$ cat config.mk
export PLATFORM = sky130hd
export DESIGN_NAME = page_walker
export DESIGN_NICKNAME = d
export VERILOG_FILES = /design/src/verilog/walker_pkg.sv /design/src/verilog/entry_check.sv /design/src/verilog/page_walker.sv
export SDC_FILE = /design/constraint.sdc
export NUM_CORES = 1
export LEC_CHECK = 0
export BUFFER_PORTS_ARGS = -buffer_cell sky130_fd_sc_hd__buf_2
export CORE_AREA = 4 4 194 196
export CTS_CLUSTER_DIAMETER = 100
export DETAILED_ROUTE_END_ITERATION = 10
export DIE_AREA = 0 0 198 200
export PLACE_DENSITY = 0.57
export SYNTH_ARGS = -nofsm -noshare
export SYNTH_HDL_FRONTEND = slang
export SYNTH_SLANG_ARGS = --single-unit
export TNS_END_PERCENT = 30
$ cat constraint.sdc
create_clock -name ref_clk -period 13.6 [get_ports ref_clk]
set_clock_uncertainty 0.2 [all_clocks]
set_input_delay 2.72 -clock ref_clk [delete_from_list [all_inputs] [get_ports ref_clk]]
set_output_delay 2.72 -clock ref_clk [all_outputs]
set_load 0.02 [all_outputs]
$ cat src/verilog/walker_pkg.sv
// Shared constants, field layouts and carriers of the translation walker
package walker_pkg;

  localparam int VA_W = 64;
  localparam int PA_W = 56;
  localparam int PPN_W = 44;
  localparam int OFS_W = 12;
  localparam int SLICE_W = 9;
  localparam int ENTRY_SIZE_BYTES = 8;
  localparam int ENTRY_SHIFT = 3;

  // Translation mode codes held in the mode register
  localparam logic [3:0] MODE_OFF = 4'h0;
  localparam logic [3:0] MODE_39 = 4'h8;
  localparam logic [3:0] MODE_48 = 4'h9;
  localparam logic [3:0] MODE_57 = 4'hA;

  localparam logic [2:0] LEVELS_39 = 3'h3;
  localparam logic [2:0] LEVELS_48 = 3'h4;
  localparam logic [2:0] LEVELS_57 = 3'h5;

  // Left shift that drops the bits above the sign bit of each scheme
  localparam logic [5:0] CANON_SH_39 = 6'h19;
  localparam logic [5:0] CANON_SH_48 = 6'h10;
  localparam logic [5:0] CANON_SH_57 = 6'h07;

  // Flag bit positions
  localparam int BIT_V = 0;
  localparam int BIT_R = 1;
  localparam int BIT_W = 2;
  localparam int BIT_X = 3;

  localparam logic [3:0] CONTIG_PATTERN = 4'h8;
  localparam logic [1:0] MT_RESERVED = 2'h3;

  // Register byte offsets and reset values
  localparam logic [11:0] REG_MODE = 12'h000;
  localparam logic [11:0] REG_ROOT_LO = 12'h004;
  localparam logic [11:0] REG_ROOT_HI = 12'h008;
  localparam logic [11:0] REG_STATUS = 12'h00C;
  localparam logic [3:0] MODE_RESET = 4'h0;
  localparam logic [43:0] ROOT_RESET = 44'h000_0000_0000;

  typedef enum logic [1:0] {ACC_FETCH, ACC_LOAD, ACC_STORE} access_t;

  typedef struct packed {
    access_t kind;
    logic [63:0] vaddr;
  } xlat_req_t;

  typedef struct packed {
    logic fault;
    logic [55:0] paddr;
    logic [7:0] flags;
    logic [1:0] memory_type_field;
    logic [1:0] software_reserved_field;
  } xlat_rsp_t;

  typedef struct packed {
    logic contig;
    logic [1:0] memory_type_field;
    logic [6:0] reserved;
    logic [43:0] ppn;
    logic [1:0] software_reserved_field;
    logic [7:0] flags;
  } entry_t;

  function automatic logic [2:0] levels_of(input logic [3:0] mode);
    case (mode)
      MODE_39: levels_of = LEVELS_39;
      MODE_48: levels_of = LEVELS_48;
      MODE_57: levels_of = LEVELS_57;
      default: levels_of = 3'h0;
    endcase
  endfunction : levels_of

  function automatic logic [8:0] vpn_slice(input logic [63:0] va,
                                           input logic [2:0] lvl);
    logic [63:0] sh;
    sh = va >> (OFS_W + SLICE_W * int'(lvl));
    vpn_slice = sh[8:0];
  endfunction : vpn_slice

endpackage : walker_pkg

$ cat src/verilog/entry_check.sv
// Decode and fault check of one fetched table entry
`timescale 1ns/10ps
`default_nettype none
module entry_check #(
  parameter bit HAS_CONTIG = 1'b1,
  parameter bit HAS_MEMTYPE = 1'b1
) (
  input wire walker_pkg::entry_t entry,
  input wire logic [2:0] level,
  input wire logic [3:0] vpn_nibble,
  output logic leaf,
  output logic fault,
  output logic [43:0] low_mask,
  output logic [43:0] ppn_fixed
);

  logic valid_bit;
  logic rd_bit;
  logic wr_bit;
  logic ex_bit;
  logic bad_perm;
  logic res_future;
  logic res_contig;
  logic res_memtype;
  logic misaligned;
  logic contig_bad;
  logic [5:0] low_bits;

  assign valid_bit = entry.flags[walker_pkg::BIT_V];
  assign rd_bit = entry.flags[walker_pkg::BIT_R];
  assign wr_bit = entry.flags[walker_pkg::BIT_W];
  assign ex_bit = entry.flags[walker_pkg::BIT_X];

  assign leaf = rd_bit | ex_bit;
  assign bad_perm = !valid_bit | (!rd_bit & wr_bit);
  assign res_future = |entry.reserved;
  assign res_contig = !HAS_CONTIG & entry.contig;
  // Leaf may carry a type, pointer may not; code 3 stays reserved
  assign res_memtype = HAS_MEMTYPE ?
    (leaf ? (entry.memory_type_field == walker_pkg::MT_RESERVED)
          : (|entry.memory_type_field))
    : (|entry.memory_type_field);

  // Lower slices of a large page must be zero
  assign low_bits = 6'({3'h0, level} * 6'h09);
  assign low_mask = (44'h001 << low_bits) - 44'h001;
  assign misaligned = leaf & (level != 3'h0)
                      & (|(entry.ppn & low_mask));

  // Only the 64 KiB range at the last level is a valid encoding
  assign contig_bad = HAS_CONTIG & entry.contig
                      & (!leaf | (level != 3'h0)
                         | (entry.ppn[3:0] != walker_pkg::CONTIG_PATTERN));

  assign ppn_fixed = (HAS_CONTIG & entry.contig) ?
                     {entry.ppn[43:4], vpn_nibble} : entry.ppn;

  assign fault = bad_perm | res_future | res_contig | res_memtype
                 | misaligned | contig_bad;

endmodule : entry_check
`default_nettype wire

$ cat src/verilog/page_walker.sv
// Page table walker with address checks and an APB configuration slave
//
// Overview of operation
// 39-bit scheme faults when address bits 63..39 differ from bit 38.
// 39-bit scheme maps 27-bit page number via three levels.
// Entry splits into page number slices, software field and flags.
// Tables are one page of 512 entries; root comes from register.
// 39-bit scheme walks three levels reading eight-byte entries.
// Without contiguity support, entry bit 63 set faults.
// Without memory-type support, entry bits 62..61 set fault.
// Any set bit among 60..54 faults.
// Leaves at any level; misaligned large page faults.
// 48-bit scheme faults when bits 63..48 differ from bit 47.
// 48-bit scheme maps 36-bit page number via four levels.
// 48-bit scheme walks four levels with eight-byte entries.
// Offering the 48-bit scheme implies offering the 39-bit one.
// 48-bit entries decode as 39-bit ones; misaligned leaves fault.
// 57-bit scheme faults when bits 63..57 differ from bit 56.
// 57-bit scheme maps 45-bit page number via five levels.
// 57-bit scheme walks five levels with eight-byte entries.
// Offering the 57-bit scheme implies offering the 48-bit one.
// 57-bit top slice is bits 53..46, next 45..37, then 9-bit.
// 57-bit leaves allowed at all five levels; misaligned faults.
// Contiguity flag marks part of an aligned power-of-two range.
// Contiguity support exists only alongside the 39-bit scheme.
// Read or execute set means leaf; past level zero faults.
// Leaf above level zero with nonzero lower slices faults.
// Contiguous entry low nibble must be 1000, else fault.
// Valid contiguous entry takes its low bits from the address.
// Software-set mode picks levels and address check width.
// Success returns physical address, flags and memory type.
`timescale 1ns/10ps
`default_nettype none
module page_walker #(
  parameter int MAX_LEVELS = 5,
  parameter bit HAS_CONTIG = 1'b1,
  parameter bit HAS_MEMTYPE = 1'b1
) (
  input wire logic ref_clk,
  input wire logic rst,
  // APB slave
  input wire logic psel,
  input wire logic penable,
  input wire logic pwrite,
  input wire logic [11:0] paddr,
  input wire logic [31:0] pwdata,
  output logic pready,
  output logic [31:0] prdata,
  output logic pslverr,
  // Translation request and answer
  input wire logic req_valid,
  output logic req_ready,
  input wire walker_pkg::xlat_req_t req,
  output logic rsp_valid,
  output walker_pkg::xlat_rsp_t rsp,
  // Entry reads towards memory
  output logic mem_req_valid,
  input wire logic mem_req_ready,
  output logic [55:0] mem_req_addr,
  input wire logic mem_rsp_valid,
  input wire walker_pkg::entry_t mem_rsp_data
);

  typedef enum logic [1:0] {ST_IDLE, ST_FETCH, ST_WAIT} state_t;

  state_t state_q;
  state_t state_d;
  logic [3:0] mode_q;
  logic [43:0] root_q;
  logic [63:0] vaddr_q;
  logic [2:0] level_q;
  logic [55:0] mem_addr_q;
  logic rsp_valid_q;
  walker_pkg::xlat_rsp_t rsp_q;
  logic last_fault_q;
  logic [31:0] prdata_q;

  // APB decode
  wire apb_setup = psel & !penable;
  wire apb_access = psel & penable;
  wire hit_mode = (paddr == walker_pkg::REG_MODE);
  wire hit_root_lo = (paddr == walker_pkg::REG_ROOT_LO);
  wire hit_root_hi = (paddr == walker_pkg::REG_ROOT_HI);
  wire hit_status = (paddr == walker_pkg::REG_STATUS);
  wire addr_hit = hit_mode | hit_root_lo | hit_root_hi | hit_status;
  wire wr_mode = apb_access & pwrite & hit_mode;
  wire wr_root_lo = apb_access & pwrite & hit_root_lo;
  wire wr_root_hi = apb_access & pwrite & hit_root_hi;

  // Larger schemes imply all smaller ones
  wire [3:0] mode_new = pwdata[3:0];
  wire mode_legal = (mode_new == walker_pkg::MODE_OFF)
    | (mode_new == walker_pkg::MODE_39)
    | ((mode_new == walker_pkg::MODE_48) & (MAX_LEVELS >= 4))
    | ((mode_new == walker_pkg::MODE_57) & (MAX_LEVELS >= 5));

  wire busy = (state_q != ST_IDLE);
  wire [31:0] status_word = {24'h000000, busy, last_fault_q, 3'h0,
                             level_q};
  wire [31:0] read_word =
    hit_mode ? {28'h0000000, mode_q} :
    hit_root_lo ? root_q[31:0] :
    hit_root_hi ? {20'h00000, root_q[43:32]} :
    hit_status ? status_word : 32'h00000000;

  assign pready = 1'b1;
  assign prdata = prdata_q;
  assign pslverr = apb_access & !addr_hit;

  // Scheme in force picks levels and the sign-bit position
  wire [2:0] levels = walker_pkg::levels_of(mode_q);
  wire [5:0] canon_sh =
    (mode_q == walker_pkg::MODE_39) ? walker_pkg::CANON_SH_39 :
    (mode_q == walker_pkg::MODE_48) ? walker_pkg::CANON_SH_48 :
    walker_pkg::CANON_SH_57;
  wire [63:0] canon_shl = req.vaddr << canon_sh;
  wire [63:0] canon_ext = 64'($signed(canon_shl) >>> canon_sh);
  wire canon_ok = (canon_ext == req.vaddr);
  wire mode_off = (mode_q == walker_pkg::MODE_OFF);
  wire accept = req_valid & req_ready;
  wire [2:0] top_level = levels - 3'h1;

  // Entry decode of the current answer
  logic chk_leaf;
  logic chk_fault;
  logic [43:0] chk_mask;
  logic [43:0] chk_ppn;

  entry_check #(
    .HAS_CONTIG(HAS_CONTIG),
    .HAS_MEMTYPE(HAS_MEMTYPE)
  ) u_check (
    .entry(mem_rsp_data),
    .level(level_q),
    .vpn_nibble(vaddr_q[15:12]),
    .leaf(chk_leaf),
    .fault(chk_fault),
    .low_mask(chk_mask),
    .ppn_fixed(chk_ppn)
  );

  wire got_entry = (state_q == ST_WAIT) & mem_rsp_valid;
  wire past_last = !chk_leaf & (level_q == 3'h0);
  wire walk_fault = got_entry & (chk_fault | past_last);
  wire walk_leaf = got_entry & !chk_fault & chk_leaf;
  wire descend = got_entry & !chk_fault & !chk_leaf & !past_last;
  wire [2:0] next_level = level_q - 3'h1;

  // Large pages take their lower slices from the address
  wire [43:0] vpn_bits = vaddr_q[55:12];
  wire [43:0] leaf_ppn = (chk_ppn & ~chk_mask)
                         | (vpn_bits & chk_mask);

  // Root table address, then each pointer names the next table
  wire [55:0] root_addr = {root_q, walker_pkg::vpn_slice(req.vaddr,
                           top_level), 3'h0};
  wire [55:0] next_addr = {mem_rsp_data.ppn, walker_pkg::vpn_slice(
                           vaddr_q, next_level), 3'h0};

  wire canon_fault = accept & !mode_off & !canon_ok;
  wire bare_done = accept & mode_off;
  wire respond = canon_fault | bare_done | walk_fault | walk_leaf;

  walker_pkg::xlat_rsp_t rsp_d;
  always_comb begin
    rsp_d = '0;
    if (bare_done) begin
      rsp_d.paddr = req.vaddr[55:0];
    end else if (canon_fault | walk_fault) begin
      rsp_d.fault = 1'b1;
    end else begin
      rsp_d.paddr = {leaf_ppn, vaddr_q[11:0]};
      rsp_d.flags = mem_rsp_data.flags;
      rsp_d.memory_type_field = mem_rsp_data.memory_type_field;
      rsp_d.software_reserved_field =
        mem_rsp_data.software_reserved_field;
    end
  end

  always_comb begin
    state_d = state_q;
    case (state_q)
      ST_IDLE: begin
        if (accept & !mode_off & canon_ok) begin
          state_d = ST_FETCH;
        end
      end
      ST_FETCH: begin
        if (mem_req_ready) begin
          state_d = ST_WAIT;
        end
      end
      ST_WAIT: begin
        if (descend) begin
          state_d = ST_FETCH;
        end else if (walk_fault | walk_leaf) begin
          state_d = ST_IDLE;
        end
      end
      default: state_d = ST_IDLE;
    endcase
  end

  assign req_ready = (state_q == ST_IDLE);
  assign mem_req_valid = (state_q == ST_FETCH);
  assign mem_req_addr = mem_addr_q;
  assign rsp_valid = rsp_valid_q;
  assign rsp = rsp_q;

  always_ff @(posedge ref_clk) begin
    if (rst) begin
      mode_q <= walker_pkg::MODE_RESET;
      root_q <= walker_pkg::ROOT_RESET;
      prdata_q <= 32'h00000000;
    end else begin
      if (wr_mode & mode_legal) begin
        mode_q <= mode_new;
      end
      if (wr_root_lo) begin
        root_q[31:0] <= pwdata;
      end
      if (wr_root_hi) begin
        root_q[43:32] <= pwdata[11:0];
      end
      if (apb_setup) begin
        prdata_q <= read_word;
      end
    end
  end

  always_ff @(posedge ref_clk) begin
    if (rst) begin
      state_q <= ST_IDLE;
      vaddr_q <= 64'h0000000000000000;
      level_q <= 3'h0;
      mem_addr_q <= 56'h00000000000000;
    end else begin
      state_q <= state_d;
      if (accept) begin
        vaddr_q <= req.vaddr;
        level_q <= top_level;
        mem_addr_q <= root_addr;
      end else if (descend) begin
        level_q <= next_level;
        mem_addr_q <= next_addr;
      end
    end
  end

  always_ff @(posedge ref_clk) begin
    if (rst) begin
      rsp_valid_q <= 1'b0;
      rsp_q <= '0;
      last_fault_q <= 1'b0;
    end else begin
      rsp_valid_q <= respond;
      if (respond) begin
        rsp_q <= rsp_d;
        last_fault_q <= rsp_d.fault;
      end
    end
  end

  // Checks
  wire nc39 = req.vaddr[63:38] != {26{req.vaddr[38]}};
  wire nc48 = req.vaddr[63:47] != {17{req.vaddr[47]}};
  wire nc57 = req.vaddr[63:56] != {8{req.vaddr[56]}};
  wire res_set = |mem_rsp_data.reserved;
endmodule : page_walker
`default_nettype wire

==> impl_metrics.yaml <==
timing:
  setup_tns_ps: 0
  rsz0062_at_grt: "false"
  slew_headroom_pct: 18.0
  tightest_slew_ps: 1220
  fin_crit_ps: 6850
  fin_crit_sh_pct: 50.3
  setup_slack_ps: 6750
  fmax_mhz: 146
  slew_violations: 0
  finalSetupViolCount: 0
  hold_violations: 0
placement:
  place_congestion: 0.917
  numPortBuffers: 337
  dp_hpwl_um: 39700
  dpl_worst_slack_ps: 6750
floorplan:
  core_um2: 36100
  die_h_um: 200
  num_rows: 70
  die_x_um: 198
  initial_utilization_pct: 37.3
  ios: 344
  dieArea_um2: 39600
synthesis:
  avgSynthCellArea_um2: 8.19
  synth_top_area_share_pct: 40.4
  yosysSeqAreaShare_pct: 40.4
  yosysTopAreaCell: "dfxtp_1"
  ys_top_cells_by_count: "344 x nand2_1, 272 x dfxtp_1, 148 x a21oi_1"
  netlist_area_um2: 13500
  async_reset_ff_share_pct: 0
  ys_warn_count: 0
  ys_seq_elements: 272
  synth_area_leaders: "dfxtp_1 40%, nand2_1 9.6%, a21oi_1 5.5%"
  yosysMostFrequentCell: "nand2_1"
  synth_cell_types: 82
  synth-edff-count: 0
  synthFlopType: "dfxtp_1"
  synthCells: 1645
setup_path:
  cp-end-kind: "output pin"
  worst_path_largest_cell_delay_ps: 360
  crit_top_cell: "buf_2"
  cp_top_family: "simple AND/OR/NAND/NOR gates"
  path_class: "input pin to output pin"
  crit_buf_inv: 2
  critPathMaxFanout: 11
  start_kind: "input pin"
  crit_slowest_cell: "nand3_1"
  path_cells: "buf_2 -> nor4_1 -> nand3_1 -> and3_1 -> buf_2"
  crit_arrival_ps: 3930
  reg2reg_slack_ps: 7140
  cp.required_ps: 10680
clocking:
  cts_resized: 0
  postCtsSetupBuffers: 0
  clkLatencyLatePin_ps: 570
  cts_sinks: 272
  path_clk_slew_ps: 60
  cts_made_buffers: 30
  htreeDepth: 1
  cts_root_buf: "clkbuf_16"
  cts_tree: "built"
  cts_max_path_buffers: 3
  holdBufCountCts: 0
global_routing:
  use_met1_pct: 34.9
  grt_pass1_vias: 12500
  grt.busiest_layer: "met2"
  grt-ovfl-total: 0
  grt_max_degree: 77
  grt_antenna_before_repair: 10
  grtUsageMet3_pct: 7.35
  met2_usage_pct: 38.9
  grt_usage_pct: 25.7
  grt_pass1_wl_um: 78400
drt:
  via_count: 13500
  vias_per_cell: 5.64
  firstDrtPassIters: 6
  drt-initial-drc-count: 962
  drc_errors: 0
  routed_wl_um: 53900
  wl_per_cell_um: 22.5
  final_antenna_net_count: 0
pwr:
  powerDensity_nw_per_um2: 122
  p_leak_nw: 6.63
  ir_drop_uv: 95.0
outcome:
  outcome: "finished clean"
flow_run:
  maxCapViolations: 0
cells_and_area:
  drive_gt1_share_pct: 25.8
  syn_to_final_growth_pct: 21.6
  final_nets: 2088
hold_path:
  hold_class: "flop to flop"
## final timing paths
| kind | startpoint | endpoint | cells past startpoint |
|---|---|---|---|
| setup / recovery | paddr[0] | pslverr | 5 |
| hold / removal | rsp[21] | rsp[21] | 2 |
| setup reg to reg | level_q[0] | rsp[35] | 13 |
| hold reg to reg | rsp[21] | rsp[21] | 2 |
## flip-flops by register name (all words and copies together) (netlist names), 2 cells and up
signal / flops
level_q: 3
state_q: 2
vaddr_q: 64
rsp: 68
prdata: 32
mem_req_addr: 53
mode_q: 4
root_q: 44
## final cells by class
class,count,area (µm²)
fill,3690,19700
multi-input combinational,1171,7210
clock inverter,10,125
timing repair buffer,363,1890
inverter,62,233
clock buffer,45,878
antenna,3,7.51
sequential,272,5450
tap,468,586
## worst reg2reg max path, stage by stage, from the launching register on
cell and delay (ps):
dfxtp_1 450, buf_4 530, ha_1 710, nor4_1 170
buf_4 200, nor3_1 960, o32a_1 310, nor2_1 60
a2111oi_0 820, a41o_2 470, and3_2 220, buf_4 630
o2111ai_1 440, o211a_1 210
## cell families after synthesis
family                     synth area share [%]
buffers and inverters                      6.28
and+or+nand+nor                            20.4
DFF                                        40.4
xor gates and xnor gates                  0.390
muxes                                      7.87
AOI/OAI and AO/OA                          24.0
adders and majority gates                 0.558
other                                    0.0558
## layout by cell type (no fill, tap or decap), types with 9 or more instances in the layout
master / synthesis / layout
a21oi_1: 148 / 148
a221oi_2: 37 / 37
a22oi_1: 29 / 29
a311oi_1: 45 / 45
buf_2: 16 / 336
buf_4: 8 / 26
clkbuf_1: 105 / 9
clkbuf_16: 0 / 31
dfxtp_1: 272 / 272
inv_1: 62 / 62
mux2i_1: 71 / 71
mux4_2: 12 / 12
nand2_1: 344 / 343
nand3_1: 24 / 23
nor2_1: 144 / 143
nor2b_1: 10 / 10
nor3_1: 23 / 22
nor3b_1: 9 / 9
nor4_1: 10 / 10
o211ai_1: 17 / 17
o21ai_0: 65 / 65
o221ai_1: 13 / 13
## per-layer routing
metal | vias to the layer above | wire length [µm]
met5 | - | 84
met4 | 16 | 2290
met1 | 6374 | 22500
met2 | 657 | 23700
li1 | 6356 | -
met3 | 111 | 5270
## per-stage QoR
| stage | cells | power, mW | area (µm²) | util, % | hold slack [ps] |
|---|---|---|---|---|---|
| 5_1_grt | 2393 | 2.08 | 16400 | 45.4 | 263 |
| 6_report | 2394 | 2.00 | 16400 | 45.4 | 243 |
| 2_1_floorplan | 1647 | 1.05 | 13500 | - | 236 |
| 3_3_place_gp | 2336 | 1.18 | 15400 | 42.6 | 231 |
| 3_5_place_dp | 2336 | 1.18 | 15400 | 42.6 | 235 |
| 4_1_cts | 2391 | 2.02 | 16400 | 45.3 | 247 |
## power breakdown
| group | leakage [nW] | internal [mW] | switching [mW] |
|---|---|---|---|
| Sequential | 2.23 | 0.827 | 0.0206 |
| Combinational | 3.91 | 0.110 | 0.213 |
| Clock | 0.498 | 0.500 | 0.333 |
| Total | 6.63 | 1.44 | 0.567 |
Power figures use the tool's default switching activity.
